[src/usb_irq_defines.svh]
// Register offsets, field positions and reset values of the interrupt event block.
// Assumes inclusion by bare name from any design file.
`ifndef USB_IRQ_DEFINES_SVH
`define USB_IRQ_DEFINES_SVH
`define OFF_COMMAND_STATUS 12'h008
`define OFF_EVENT_STATUS 12'h00c
`define OFF_MASK_SET 12'h010
`define OFF_EVENT_RAISE 12'h040
`define OFF_HALT_STATE 12'h044
`define BIT_MIE 31
`define BIT_OC 30
`define BIT_ROOT_HUB_CHANGE_FLAG 6
`define BIT_FNO 5
`define BIT_UE 4
`define BIT_RD 3
`define BIT_SF 2
`define BIT_WDH 1
`define BIT_SO 0
`define BIT_OCR 3
`define BIT_SOC_LO 16
`define STATUS_IMPL_MASK 32'h4000007f
`define MASK_IMPL_MASK 32'hc000007f
`define RESET_WORD 32'h00000000
`endif

[src/usb_irq_pkg.sv]
// Types shared by the interrupt event block.
// Assumes the defines header is compiled alongside.
package usb_irq_pkg;
  typedef logic [31:0] word_t;
  typedef logic [1:0] overrun_count_t;
endpackage

[src/edge_sync.sv]
// Two-flop synchroniser with rising-edge pulse, for events arriving from pins.
// Assumes one clock pclk and asynchronous active-low reset.
`timescale 1ns/10ps
module edge_sync (
  // Clock and reset
  input wire logic pclk,
  input wire logic presetn,
  // Raw level and its rising edge
  input wire logic raw,
  output logic rise
);
  typedef struct packed {
    logic s1;
    logic s2;
    logic s3;
  } sync_s;
  sync_s st_q, st_d;
  // Next state: first flop only feeds the second
  always_comb begin
    st_d = st_q;
    st_d.s1 = raw;
    st_d.s2 = st_q.s1;
    st_d.s3 = st_q.s2;
  end
  // Register
  always_ff @(posedge pclk or negedge presetn) begin
    if (!presetn) begin
      st_q <= '0;
    end else begin
      st_q <= st_d;
    end
  end
  assign rise = st_q.s2 & ~st_q.s3;
endmodule

[src/apb_regslot.sv]
// APB slave decode: ready in the access phase, one wait-free answer.
// Assumes an APB3 master on pclk; registers live in the caller.
`timescale 1ns/10ps
module apb_regslot (
  // APB request
  input wire logic psel,
  input wire logic penable,
  input wire logic pwrite,
  input wire logic [11:0] paddr,
  // Decoded strobes
  output logic wr_stb,
  output logic rd_stb,
  output logic [11:0] word_addr
);
  // Transfer completes in its first access cycle
  assign wr_stb = psel & penable & pwrite;
  assign rd_stb = psel & ~penable & ~pwrite;
  assign word_addr = {paddr[11:2], 2'b00};
endmodule

[src/usb_host_interrupt_status_enable.sv]
// Interrupt event status and enable logic of a USB open host controller function.
// Assumes APB master on pclk, events from controller logic or pins as listed.
`timescale 1ns/10ps
`include "usb_irq_defines.svh"
module usb_host_interrupt_status_enable #(
  // Build with a management interrupt pin
  parameter bit HAS_SMI_PIN = 1'b1
) (
  // Clock and reset
  input wire logic pclk,
  input wire logic presetn,
  // APB slave
  input wire logic psel,
  input wire logic penable,
  input wire logic pwrite,
  input wire logic [11:0] paddr,
  input wire logic [31:0] pwdata,
  output logic [31:0] prdata,
  output logic pready,
  output logic pslverr,
  // Events from the controller logic, same clock, one-cycle pulses
  input wire logic root_hub_change_evt,
  input wire logic frame_msb_evt,
  input wire logic frame_copy_done_evt,
  input wire logic host_bus_fail_evt,
  input wire logic sof_token_evt,
  input wire logic done_head_written_evt,
  input wire logic schedule_overrun_evt,
  input wire logic sw_resume_cmd,
  // Resume line from the USB side, asynchronous level
  input wire logic resume_signal_pin,
  // Controller outputs
  output logic host_irq,
  output logic system_mgmt_interrupt_pin,
  output logic done_head_write_allow,
  output logic processing_halt,
  output usb_irq_pkg::overrun_count_t overrun_count
);
  import usb_irq_pkg::*;

  // All block state
  typedef struct packed {
    word_t status;
    word_t mask;
    logic ownership_change_request;
    overrun_count_t soc;
    logic halt;
    logic resume_prev_cmd;
    word_t rdata;
    logic irq;
    logic smi;
    logic wb_allow;
  } state_s;
  state_s st_q, st_d;

  // Decoded bus strobes
  logic wr_stb;
  logic rd_stb;
  logic [11:0] waddr;
  logic resume_rise;

  // Bus decode
  apb_regslot u_slot (
    .psel(psel),
    .penable(penable),
    .pwrite(pwrite),
    .paddr(paddr),
    .wr_stb(wr_stb),
    .rd_stb(rd_stb),
    .word_addr(waddr)
  );

  // Resume line crosses in through two flops
  edge_sync u_resume (
    .pclk(pclk),
    .presetn(presetn),
    .raw(resume_signal_pin),
    .rise(resume_rise)
  );

  // Write-one-to-clear with set winning over clear
  function automatic word_t w1c(input word_t cur, input word_t set, input word_t clr);
    w1c = (cur & ~clr) | set;
  endfunction

  // Read mux for a given word address
  function automatic word_t read_word(input logic [11:0] a, input state_s s);
    unique case (a)
      `OFF_COMMAND_STATUS: read_word = {14'h0000, s.soc, 12'h000, s.ownership_change_request, 3'h0};
      `OFF_EVENT_STATUS: read_word = s.status;
      `OFF_MASK_SET: read_word = s.mask;
      `OFF_HALT_STATE: read_word = {31'h00000000, s.halt};
      default: read_word = `RESET_WORD;
    endcase
  endfunction

  word_t set_v;
  word_t clr_v;
  word_t irq_v;

  // Next-state logic
  always_comb begin
    st_d = st_q;
    set_v = `RESET_WORD;
    clr_v = `RESET_WORD;
    // Ownership request: software sets, change clears it
    if (wr_stb && waddr == `OFF_COMMAND_STATUS && pwdata[`BIT_OCR]) begin
      st_d.ownership_change_request = 1'b1;
    end
    // Ownership change flag follows the request
    if (st_q.ownership_change_request && HAS_SMI_PIN) begin
      set_v[`BIT_OC] = 1'b1;
      st_d.ownership_change_request = 1'b0;
    end
    // Event capture
    set_v[`BIT_ROOT_HUB_CHANGE_FLAG] = root_hub_change_evt;
    set_v[`BIT_FNO] = frame_msb_evt | frame_copy_done_evt;
    set_v[`BIT_UE] = host_bus_fail_evt;
    set_v[`BIT_RD] = resume_rise & ~sw_resume_cmd;
    set_v[`BIT_SF] = sof_token_evt;
    set_v[`BIT_WDH] = done_head_written_evt;
    set_v[`BIT_SO] = schedule_overrun_evt;
    // Overrun counter wraps naturally, counts even with flag set
    if (schedule_overrun_evt) begin
      st_d.soc = overrun_count_t'(st_q.soc + 2'd1);
    end
    // Software write-one clears status bits only
    if (wr_stb && waddr == `OFF_EVENT_STATUS) begin
      clr_v = pwdata & `STATUS_IMPL_MASK;
    end
    // Test-free raise path is absent: writes never set status
    st_d.status = w1c(st_q.status, set_v, clr_v) & `STATUS_IMPL_MASK;
    if (!HAS_SMI_PIN) begin
      st_d.status[`BIT_OC] = 1'b0;
    end
    // Enable register is set-only
    if (wr_stb && waddr == `OFF_MASK_SET) begin
      st_d.mask = st_q.mask | (pwdata & `MASK_IMPL_MASK);
    end
    // Halt latches on error, released by software write to halt register
    if (host_bus_fail_evt) begin
      st_d.halt = 1'b1;
    end else if (wr_stb && waddr == `OFF_HALT_STATE && pwdata[0]) begin
      st_d.halt = 1'b0;
    end
    // Interrupt level registered from the next flags and enables, so it moves on the same edge as they do
    irq_v = st_d.status & st_d.mask;
    irq_v[`BIT_OC] = 1'b0;
    st_d.irq = st_d.mask[`BIT_MIE] && (|irq_v);
    // Ownership change goes to the management pin at once
    st_d.smi = st_d.status[`BIT_OC] & st_d.mask[`BIT_OC];
    // Write-back held off while its flag stands
    st_d.wb_allow = ~st_d.status[`BIT_WDH];
    // Read data captured in the setup cycle
    if (rd_stb) begin
      st_d.rdata = read_word(waddr, st_q);
    end
  end

  // State register
  always_ff @(posedge pclk or negedge presetn) begin
    if (!presetn) begin
      st_q <= '0;
      st_q.wb_allow <= 1'b1;
    end else begin
      st_q <= st_d;
    end
  end

  // Outputs straight from flops; pready and pslverr tied off
  assign prdata = st_q.rdata;
  assign pready = 1'b1;
  assign pslverr = 1'b0;
  assign host_irq = st_q.irq;
  assign system_mgmt_interrupt_pin = st_q.smi;
  assign done_head_write_allow = st_q.wb_allow;
  assign processing_halt = st_q.halt;
  assign overrun_count = st_q.soc;
endmodule

[config.mk]
export PLATFORM = sky130hd
export DESIGN_NAME = usb_host_interrupt_status_enable
export DESIGN_NICKNAME = d
export VERILOG_FILES = /design/src/usb_irq_pkg.sv /design/src/edge_sync.sv /design/src/apb_regslot.sv /design/src/usb_host_interrupt_status_enable.sv
export VERILOG_INCLUDE_DIRS = /design/src /design/src/src
export SDC_FILE = /design/constraint.sdc
export NUM_CORES = 1
export LEC_CHECK = 0
export BUFFER_PORTS_ARGS = -buffer_cell sky130_fd_sc_hd__buf_2
export CAP_MARGIN = 20
export CORE_UTILIZATION = 30
export DETAILED_ROUTE_END_ITERATION = 8
export HOLD_SLACK_MARGIN = 0.05
export PLACE_DENSITY = 0.52
export SYNTH_ARGS = -nofsm -noshare
export SYNTH_HDL_FRONTEND = slang
export SYNTH_SLANG_ARGS = --single-unit
[constraint.sdc]
create_clock -name pclk -period 1.5 [get_ports pclk]
set_input_delay 0.075 -clock pclk [delete_from_list [all_inputs] [get_ports pclk]]
set_output_delay 0.075 -clock pclk [all_outputs]
set_load 0.005 [all_outputs]
* After elaboration in Yosys (flattened, before gate mapping)
Cells that the tools add are included.
Storage, ports and cells: bits in registers 82, output and inout port bits 40
Cells by class: $add $sub $neg 1, equality and inequality tests 4, multiplexer cells 8, bitwise operators 18, reductions and logical operators 9
Operators with widths (number):
- 32-bit case mux with 4 select lines | 1
- 31-bit by 32-bit bitwise AND with 32-bit output | 1
- 32-bit two-way mux | 1
- 32-bit OR | 1
- 31-bit bitwise AND | 1
- 31-bit two-way mux | 1
- 31-bit NOT | 1
- 31-bit OR | 1
- 31-bit OR reduction | 1
- 10-bit by 2-bit == test with 1-bit output (second input constant) | 2
- 10-bit by 3-bit == test with 1-bit output (second input constant) | 1
- 10-bit by 5-bit == test with 1-bit output (second input constant) | 1
- 1-bit bitwise AND | 7
- 1-bit logical AND | 7
- 1-bit two-way mux | 5
- 1-bit NOT | 5
- 2-bit by 1-bit adder with 2-bit output (second input constant) | 1
- 2-bit nonzero test | 1
- 1-bit OR | 1

* Longest topological paths before layout
Gate-level depths: netlist of the first run.
depth in word-level cells 10, gate-level depth with buffers 6, depth with buffers taken out 5

* Cells and area by module
Synthesis of the first run repeated with hierarchy kept, for this count alone.
Unflattened totals: cell total of the unflattened synthesis 205, area, all modules 2030.7 sq um
By module, submodules not included:
- usb_host_interrupt_status_enable | instances 1, cells each 186, area each 1829.3 sq um, sequential area each 877.1 sq um
- apb_regslot | instances 1, cells each 15, area each 112.6 sq um, sequential area each 0.0 sq um
- edge_sync | instances 1, cells each 4, area each 88.8 sq um, sequential area each 75.1 sq um

* Least setup slack after synthesis of the first run
OpenSTA, ideal clock, no wires.
kind input to register, from input port paddr[9], to register st_q, in the netlist host_irq, setup time 0.129 ns, arrival time 1.695 ns, data required time 1.371 ns, path slack -0.325 ns, cell stages on the path 6, cell sequence or4_4 -> buf_6 -> nor4_4 -> o2111ai_2 -> a221oi_2 -> a31oi_1
RTL lines:
- from (decl) | line usb_host_interrupt_status_enable.sv:16 | input wire logic [11:0] paddr,
- to (signal assigned) | line usb_host_interrupt_status_enable.sv:166 | st_q <= st_d;
- to (decl) | line usb_host_interrupt_status_enable.sv:54 | state_s st_q, st_d;

==> impl_metrics.py, run 1 <==
metrics = {
    "final_layout": {
        "n_antenna_cell": 0,
        "final_area_um2": 2600,
        "area_growth_syn_to_layout_pct": 30.2,
        "instances_no_fill": 349,
        "nets": 329,
        "drive_gt1_share_pct": 33.8,
        "final_util_pct": 40.7,
    },
    "grt": {
        "grt_max_degree": 20,
        "grt_pass1_wl_um": 7580,
        "grt_pass1_vias": 1516,
        "grtUsageTotal_pct": 13.7,
        "antenna_found_initial": 0,
        "gr-total-overflow": 0,
    },
    "synthesis": {
        "yosys_warnings": 0,
        "synth_edf_count": 0,
        "synth_area_per_cell_um2": 10.1,
        "yosys-top-cells-area": "dfrtp_1 46%, buf_4 14%, nand2_1 4.5%",
        "synth_top_area_share_pct": 46.4,
        "ys_types": 47,
        "synth_seq_cells": 38,
        "yosys.area.top_type": "dfrtp_1",
        "ys_async_sr_fraction_pct": 100,
        "synth_flop_cell": "dfrtp_1",
        "synth_cells": 197,
        "netlist_area_um2": 2000,
        "seq_area_frac_synth_pct": 47.7,
    },
    "power": {
        "internal-power_mw": 1.57,
        "power_mw": 2.07,
        "seq_power_share_pct": 52.5,
        "p_clk_share_pct": 34.6,
        "ir_drop_uv": 321,
        "leakage_nw": 1.30,
        "p_sw_share_pct": 24.4,
        "switchingPower_mw": 0.506,
        "p_per_area_nw_per_um2": 798,
        "power_frac_comb_pct": 12.9,
    },
    "sta": {
        "hold_viol": 0,
        "fin_ws_ns": 0.0491,
        "drv_slew": 0,
        "finClkSkew_ns": 0.00304,
        "finalSetupViolCount": 0,
        "rsz0062_at_grt": "yes",
        "holdWs_ns": 0.0694,
        "max_freq_ghz": 0.689,
        "final.setup.tns_ns": 0,
        "period_needed_ns": 1.45,
        "post-route-period-util_pct": 96.7,
    },
    "flow_run": {
        "maxCapViolations": 0,
    },
    "clocking": {
        "cts_buffers": 5,
        "clock_latency_ns": 0.29,
        "cts.htree.levels": 2,
        "cts_tree": "done",
        "clock_sinks": 38,
        "cts.clk_slew.worst_paths_ns": 0.07,
        "cts-root-buf": "clkbuf_8",
        "clock_path_buffers": 2,
    },
    "floorplanning": {
        "fp.dieW_um": 83.6,
        "core-area_um2": 6390,
        "io_pins": 98,
        "die_y_um": 83.6,
        "rows": 29,
        "start_util_pct": 31.2,
        "die-area_um2": 6980,
    },
    "placed_design": {
        "dp_hpwl_um": 3560,
        "placed_area_um2": 2300,
        "port-buffer-count": 49,
        "dp.cells": 324,
        "gp_congestion": 0.809,
        "post-place-ws_ns": -0.336,
    },
    "drt": {
        "route.detailed.drc": 0,
        "via_per_inst": 4.62,
        "vias": 1614,
        "postRouteAntennaNets": 0,
        "drt-wirelength-per-cell_um": 13.1,
        "dr.pass1.iters": 5,
        "first_iter_violations": 65,
        "wirelength_um": 4560,
    },
    "critical_path": {
        "cp.required_ns": 1.67,
        "cp.arrival_ns": 1.62,
        "cp-start-kind": "primary input",
        "worstSetupPathType": "in -> reg",
        "cp-end-kind": "register",
        "cp_max_fo": 3,
    },
    "outcome": {
        "status": "finished, final reports clean",
    },
    "hold_path": {
        "hold_path_class": "in -> reg",
    },
}
worst paths after layout:
check / slack, ns / to / from / depth (start not counted)
setup / recovery: 0.05 / host_irq$_DFF_PN0_ / paddr[10] / 6
hold / removal: 0.07 / st_q[45]$_DFF_PN0_ / pwdata[5] / 2
setup reg to reg: 0.09 / host_irq$_DFF_PN0_ / st_q[74]$_DFF_PN0_ / 5
hold reg to reg: 0.35 / u_resume.st_d[0]$_DFF_PN0_ / u_resume.st_d[1]$_DFF_PN0_ / 0
max in group asynchronous: 0.84 / done_head_write_allow$_DFF_PN1_ / presetn / 3
min in group asynchronous: 0.19 / u_resume.st_d[1]$_DFF_PN0_ / presetn / 2
timing repair:
item / CTS / global route
hold endpoints to repair: 53 / 0
endpoints found under the setup margin: 1 / 10
gates resized for setup: 1 / 11
pin swaps: 4 / 2
hold buffers: 15 / 0
buffers inserted: 0 / 2
cell families after synthesis:
group / Yosys count / share of synthesized area (%)
DFF: 38 / 47.7
buffers and inverters: 46 / 15.9
muxes: 1 / 0.502
and+or+nand+nor: 55 / 15.5
other: 2 / 0.376
AOI/OAI and AO/OA: 53 / 19.2
xor gates and xnor gates: 2 / 0.878
per-layer routing:
metal  part of all wire, %  routed length [um]  GRT usage [%]  vias to the layer above
li1                      -                   -              -                      790
met1                    49                2230           19.6                      754
met2                    44                2000           20.5                       65
met3                   6.3                 286           3.76                        5
met4                  0.88                  40           3.24                        0
met5                     0                   0              0                        -
cell usage after synthesis (2+ instances only):
| cell | count |
|---|---|
| and3_1 | 2 |
| buf_4 | 36 |
| clkbuf_1 | 2 |
| a21oi_1 | 3 |
| nor2_1 | 5 |
| nor4_1 | 2 |
| o21ai_0 | 14 |
| a22oi_1 | 6 |
| o2bb2ai_1 | 2 |
| nand2_1 | 24 |
| o41a_1 | 2 |
| dfrtp_1 | 37 |
| nand3_1 | 2 |
| conb_1 | 2 |
| a21o_1 | 11 |
| a31oi_1 | 3 |
| inv_1 | 6 |
| nor2b_1 | 3 |
| or3_1 | 3 |
| a2bb2oi_1 | 2 |
| and4b_1 | 2 |
| o22ai_1 | 3 |
critical path, stage by stage:
cell and delay, ns:
buf_6 0.09, or4b_4 0.56, o41a_1 0.45, o31ai_2 0.19
o211a_1 0.18, a31oi_1 0.07
sequential cells by signal (all words and copies together) (netlist names):
register and flops:
u_resume.st_q 1, prdata 11, u_resume.st_d 2, host_irq 1, processing_halt 1, system_mgmt_interrupt_pin 1, st_q 18, done_head_write_allow 1
overrun_count 2
power by group through the flow:
stage          clock network, mW  registers, mW  logic (mW)
6_report                   0.718           1.09       0.267
5_1_grt                    0.789           1.10       0.300
4_1_cts                    0.744           1.09       0.263
3_5_place_dp                   0           1.11       0.233
3_3_place_gp                   0           1.11       0.230
2_1_floorplan                  0           1.10       0.168
area by class of cell:
cell class / count / area [um^2]
Clock buffer: 7 / 86.3
Clock inverter: 1 / 5.00
Fill cell: 685 / 3790
Inverter: 6 / 22.5
Multi-Input combinational cell: 134 / 851
Sequential cell: 38 / 952
Tap cell: 77 / 96.3
Timing Repair Buffer: 86 / 586
placed cells by master (no fill, tap or decap), drive strengths merged, types with 2 or more instances in the layout:
master,synthesis,layout
and3,2,2
dfrtp,37,37
or3,3,3
inv,6,6
dlygate4sd3,0,15
nand2,24,24
nor2,6,6
buf,38,71
o41a,2,2
a21oi,3,3
a31oi,3,3
a21o,11,11
and4b,2,2
o22ai,3,3
clkbuf,2,7
nor2b,3,3
nand3,2,2
conb,2,23
a2bb2oi,2,2
o21ai,15,15
o2bb2ai,2,2
nor4,3,3
a22oi,6,6
No activity file was read; power rests on OpenSTA's default activity.
==> run 2: changes to the inputs <==
--- a/config.mk
+++ b/config.mk
@@ -6,7 +6,7 @@
 export SDC_FILE = /design/constraint.sdc
 export NUM_CORES = 1
 export LEC_CHECK = 0
-export BUFFER_PORTS_ARGS = -buffer_cell sky130_fd_sc_hd__buf_2
+export BUFFER_PORTS_ARGS = -buffer_cell sky130_fd_sc_hd__buf_4
 export CAP_MARGIN = 20
 export CORE_UTILIZATION = 30
 export DETAILED_ROUTE_END_ITERATION = 8
==> impl_metrics.py, run 2 (synthesized netlist as in run 1, its figures left out) <==
metrics = {
    "final_layout": {
        "mostFrequentLayoutCells": "67 x buf_4, 37 x dfrtp_1, 24 x nand2_1, 23 x conb_1, 16 x dlygate4sd3_1",
        "final_common_cell": "buf_4",
        "n_antenna_cell": 0,
        "final_area_um2": 2690,
        "drive_gt1_share_pct": 32.2,
        "area_growth_syn_to_layout_pct": 34.7,
        "largest_reg_flops": 18,
        "fill_cells": 655,
        "regMostFlops": "st_q",
        "nets": 327,
    },
    "sta": {
        "finClkSkew_ns": 0.00739,
        "worst_pin_slew_ns": 0.505,
        "relSlewSlack_pct": 66.3,
        "finalSetupViolCount": 1,
        "rsz0062_at_grt": "yes",
        "drv_slew": 0,
        "period_needed_ns": 1.51,
        "holdWs_ns": 0.0676,
        "hold_viol": 0,
        "max_freq_ghz": 0.664,
        "post-route-period-util_pct": 100,
        "fin_ws_ns": -0.00711,
    },
    "floorplanning": {
        "io_pins": 98,
        "rows": 29,
        "start_util_pct": 31.2,
        "fp.dieW_um": 83.6,
        "die-area_um2": 6980,
        "core-area_um2": 6390,
        "die_y_um": 83.6,
    },
    "clocking": {
        "clock_latency_ns": 0.29,
        "cts.clk_slew.worst_paths_ns": 0.08,
        "clock_path_buffers": 2,
        "cts-root-buf": "clkbuf_8",
        "clock_sinks": 38,
        "cts.htree.levels": 2,
        "cts_buffers": 5,
        "cts_tree": "done",
    },
    "grt": {
        "grtUsageTotal_pct": 14.2,
        "grt_pass1_vias": 1555,
        "grt_pass1_wl_um": 7820,
        "grt_max_degree": 39,
        "gr-total-overflow": 0,
        "antenna_found_initial": 0,
    },
    "critical_path": {
        "critical_path.cell_chain": "buf_4, or4b_4, o41a_1, o31ai_2, o211a_1, a31oi_1",
        "worstSetupPathType": "in -> reg",
        "path_delay_family": "compound AO/OA/AOI/OAI gates",
        "cp_max_fo": 3,
        "cp.arrival_ns": 1.67,
        "crit_slowest_cell": "or4b_4",
        "cp-end-kind": "register",
        "cp-start-kind": "primary input",
        "cp.required_ns": 1.66,
        "cp_num_buf_inv": 1,
        "slowest_delay_ns": 0.54,
    },
    "placed_design": {
        "gp_congestion": 0.809,
        "placed_area_um2": 2390,
        "port-buffer-count": 49,
        "dp_hpwl_um": 3480,
    },
    "drt": {
        "vias": 1602,
        "route.detailed.drc": 0,
        "drt-wirelength-per-cell_um": 13.6,
        "via_per_inst": 4.62,
        "first_iter_violations": 86,
        "dr.pass1.iters": 4,
        "postRouteAntennaNets": 0,
        "wirelength_um": 4720,
    },
    "power": {
        "switchingPower_mw": 0.523,
        "leakage_nw": 1.31,
        "p_clk_share_pct": 38.4,
        "seq_power_share_pct": 48.5,
        "p_per_area_nw_per_um2": 836,
        "internal-power_mw": 1.72,
        "power_frac_comb_pct": 13.1,
        "p_sw_share_pct": 23.3,
        "ir_drop_uv": 329,
    },
    "outcome": {
        "status": "complete, but fails checks",
        "violations": "negative setup slack",
    },
    "hold_path": {
        "hold_path_class": "in -> reg",
    },
    "flow_run": {
        "maxCapViolations": 0,
    },
}
-- run 2: path summary, 6_finish.rpt --
path / slack (ns) / end / from / depth (start not counted)
hold / removal: 0.07 / st_q[43]$_DFF_PN0_ / pwdata[3] / 2
setup reg to reg: 0.05 / host_irq$_DFF_PN0_ / st_q[74]$_DFF_PN0_ / 5
max in group asynchronous: 0.84 / done_head_write_allow$_DFF_PN1_ / presetn / 2
setup / recovery: -0.007 / host_irq$_DFF_PN0_ / paddr[10] / 6
hold reg to reg: 0.36 / u_resume.st_d[0]$_DFF_PN0_ / u_resume.st_d[1]$_DFF_PN0_ / 0
min in group asynchronous: 0.30 / u_resume.st_q[0]$_DFF_PN0_ / presetn / 2
-- run 2: timing repair --
item | 4_1_cts | 5_1_grt
pin swaps | 4 | 2
hold buffers | 16 | 0
hold endpoints to repair | 54 | 0
gates resized for setup | 2 | 6
setup endpoints to repair | 4 | 7
setup buffers | 1 | 1
-- run 2: final cells by class --
cell class / instances / area (um^2) / share of cell area, %
Clock buffer: 7 / 76.3 / 2.84
Sequential cell: 38 / 952 / 35.4
Timing Repair Buffer: 84 / 674 / 25.1
Clock inverter: 1 / 30.0 / 1.12
Inverter: 6 / 22.5 / 0.838
Tap cell: 77 / 96.3 / 3.58
Multi-Input combinational cell: 134 / 836 / 31.1
-- run 2: through the flow --
stage | worst slack (ns) | utilization [%] | power, mW | TNS, ns | std cells
global placement | -0.322 | 37.4 | 1.37 | -3.45 | 321
detailed placement | -0.338 | 37.4 | 1.37 | -3.95 | 321
CTS | 0.00791 | 41.8 | 2.27 | 0 | 346
floorplan | -0.159 | - | 1.27 | -0.928 | 218
global route | -0.0203 | 42.1 | 2.36 | -0.0203 | 347
finish | -0.00711 | 42.1 | 2.25 | -0.00711 | 347
-- run 2: power by group through the flow --
stage               clock network (mW)  logic [mW]  registers (mW)
detailed placement                   0       0.261            1.11
global route                     0.939       0.327            1.10
global placement                     0       0.258            1.11
floorplan                            0       0.168            1.10
CTS                              0.885       0.296            1.09
finish                           0.863       0.294            1.09
-- run 2: per-layer routing --
layer | wire length, um | track usage [%] | up-vias
met2 | 2110 | 21.4 | 67
met3 | 308 | 3.76 | 2
met5 | 0 | 0 | -
met4 | 23 | 3.70 | 0
met1 | 2290 | 20.1 | 743
li1 | - | - | 790
==> run 3: changes to the inputs <==
--- a/config.mk
+++ b/config.mk
@@ -11,7 +11,7 @@
 export CORE_UTILIZATION = 30
 export DETAILED_ROUTE_END_ITERATION = 8
 export HOLD_SLACK_MARGIN = 0.05
-export PLACE_DENSITY = 0.52
+export PLACE_DENSITY_LB_ADDON = 0.12
 export SYNTH_ARGS = -nofsm -noshare
 export SYNTH_HDL_FRONTEND = slang
 export SYNTH_SLANG_ARGS = --single-unit
==> impl_metrics.py, run 3 (synthesized netlist as in run 1, its figures left out) <==
metrics = {
    "final_layout": {
        "drive_gt1_share_pct": 34.1,
        "fill_cells": 657,
        "mostFrequentLayoutCells": "71 x buf_4, 37 x dfrtp_1, 23 x nand2_1, 23 x conb_1, 16 x dlygate4sd3_1",
        "largest_reg_flops": 18,
        "regMostFlops": "st_q",
        "final_area_um2": 2740,
        "area_growth_syn_to_layout_pct": 37.4,
        "final_common_cell": "buf_4",
        "instances_no_fill": 353,
        "nets": 333,
        "n_antenna_cell": 0,
    },
    "sta": {
        "finalSetupViolCount": 0,
        "hold_viol": 0,
        "final.setup.tns_ns": 0,
        "post-route-period-util_pct": 99.1,
        "finClkSkew_ns": 0.00543,
        "max_freq_ghz": 0.673,
        "drv_slew": 0,
        "fin_ws_ns": 0.0133,
        "period_needed_ns": 1.49,
        "rsz0062_at_grt": "yes",
    },
    "critical_path": {
        "worstSetupPathType": "in -> reg",
        "cp.required_ns": 1.67,
        "cp-start-kind": "primary input",
        "crit_slowest_cell": "or4b_4",
        "critical_path.cell_chain": "buf_6, or4b_4, o41a_1, o31ai_2, o211a_1, a31oi_1",
        "cp_max_fo": 3,
        "cp.arrival_ns": 1.65,
        "cp-end-kind": "register",
        "slowest_delay_ns": 0.57,
    },
    "clocking": {
        "cts.clk_slew.worst_paths_ns": 0.07,
        "clock_path_buffers": 2,
        "cts_buffers": 5,
        "clock_latency_ns": 0.29,
        "cts_tree": "done",
        "cts.htree.levels": 2,
        "cts-root-buf": "clkbuf_8",
        "clock_sinks": 38,
    },
    "placed_design": {
        "post-place-ws_ns": -0.331,
        "placed_area_um2": 2410,
        "dp.cells": 324,
        "port-buffer-count": 49,
        "gp_congestion": 0.791,
        "dp_hpwl_um": 3530,
    },
    "grt": {
        "use_met1_pct": 19.0,
        "antenna_found_initial": 0,
        "grt_pass1_vias": 1581,
        "grt_max_degree": 39,
        "grtUsageMet2_pct": 22.1,
        "met3_usage_pct": 3.36,
        "gr-total-overflow": 0,
        "grt_pass1_wl_um": 7730,
        "busiest_layer": "met2",
        "grtUsageTotal_pct": 14.0,
    },
    "floorplanning": {
        "fp.dieW_um": 83.6,
        "die_y_um": 83.6,
        "io_pins": 98,
        "die-area_um2": 6980,
        "rows": 29,
        "start_util_pct": 31.2,
        "core-area_um2": 6390,
    },
    "drt": {
        "vias": 1601,
        "dr.pass1.iters": 4,
        "via_per_inst": 4.54,
        "route.detailed.drc": 0,
        "first_iter_violations": 102,
        "wirelength_um": 4650,
        "drt-wirelength-per-cell_um": 13.2,
        "postRouteAntennaNets": 0,
    },
    "power": {
        "ir_drop_uv": 599,
        "leakage_nw": 1.35,
        "p_per_area_nw_per_um2": 816,
    },
    "hold_path": {
        "hold_path_class": "in -> reg",
    },
    "outcome": {
        "status": "finished, final reports clean",
    },
    "flow_run": {
        "maxCapViolations": 0,
    },
}
[run 3: cell types whose count changed in the layout (fill, tap and decap cells not counted), sizes merged]
cell	previous run	this run
buf	68	74
[run 3: worst max-delay path: cells and delay by family]
family	cells	cell delay (ns)
AO/OA/AOI/OAI	4	0.92
AND/OR/NAND/NOR	1	0.57
buffers and inverters	1	0.09
[run 3: repair_timing]
item / CTS / global route
endpoints found under the hold margin: 54 / 0
pin swaps: 3 / 3
buffers inserted: 2 / 3
resized for setup: 1 / 7
setup endpoints to repair: 2 / 4
hold buffers: 16 / 0
[run 3: where the power goes]
| group | internal, mW | switching, mW |
|---|---|---|
| registers | 1.06 | 0.0314 |
| clock network | 0.498 | 0.354 |
| logic | 0.171 | 0.125 |
[run 3: metal layers]
metal | wire [um] | vias to the layer above
met5 | 0 | -
met4 | 55 | 0
met3 | 281 | 4
met2 | 2120 | 63
met1 | 2200 | 737
li1 | - | 797
[run 3: worst paths after layout]
kind | from | end | slack (ns) | cells after the start
setup / recovery | paddr[11] | host_irq$_DFF_PN0_ | 0.01 | 6
setup reg to reg | st_q[74]$_DFF_PN0_ | host_irq$_DFF_PN0_ | 0.02 | 5
min in group asynchronous | presetn | prdata[6]$_DFFE_PN0P_ | 0.29 | 2
hold reg to reg | u_resume.st_d[1]$_DFF_PN0_ | u_resume.st_d[0]$_DFF_PN0_ | 0.35 | 0
max in group asynchronous | presetn | done_head_write_allow$_DFF_PN1_ | 0.86 | 2
hold / removal | pwdata[3] | st_q[43]$_DFF_PN0_ | 0.09 | 2
[run 3: per-stage QoR]
stage	hold slack (ns)	power (mW)	util [%]
2_1_floorplan	-0.221	1.27	-
3_3_place_gp	0.0786	1.37	37.7
3_5_place_dp	0.0766	1.37	37.7
4_1_cts	0.0857	2.27	42.2
5_1_grt	0.0835	2.35	42.9
6_report	0.0895	2.24	42.9
[run 3: area by class of cell]
type,count,area (um^2),area share (%)
inverters,6,22.5,0.821
clock inverters,1,30.0,1.09
repair buffers,90,727,26.5
clock buffers,7,76.3,2.78
well taps,77,96.3,3.51
multi-input cells,134,838,30.6
flip-flops and latches,38,952,34.7
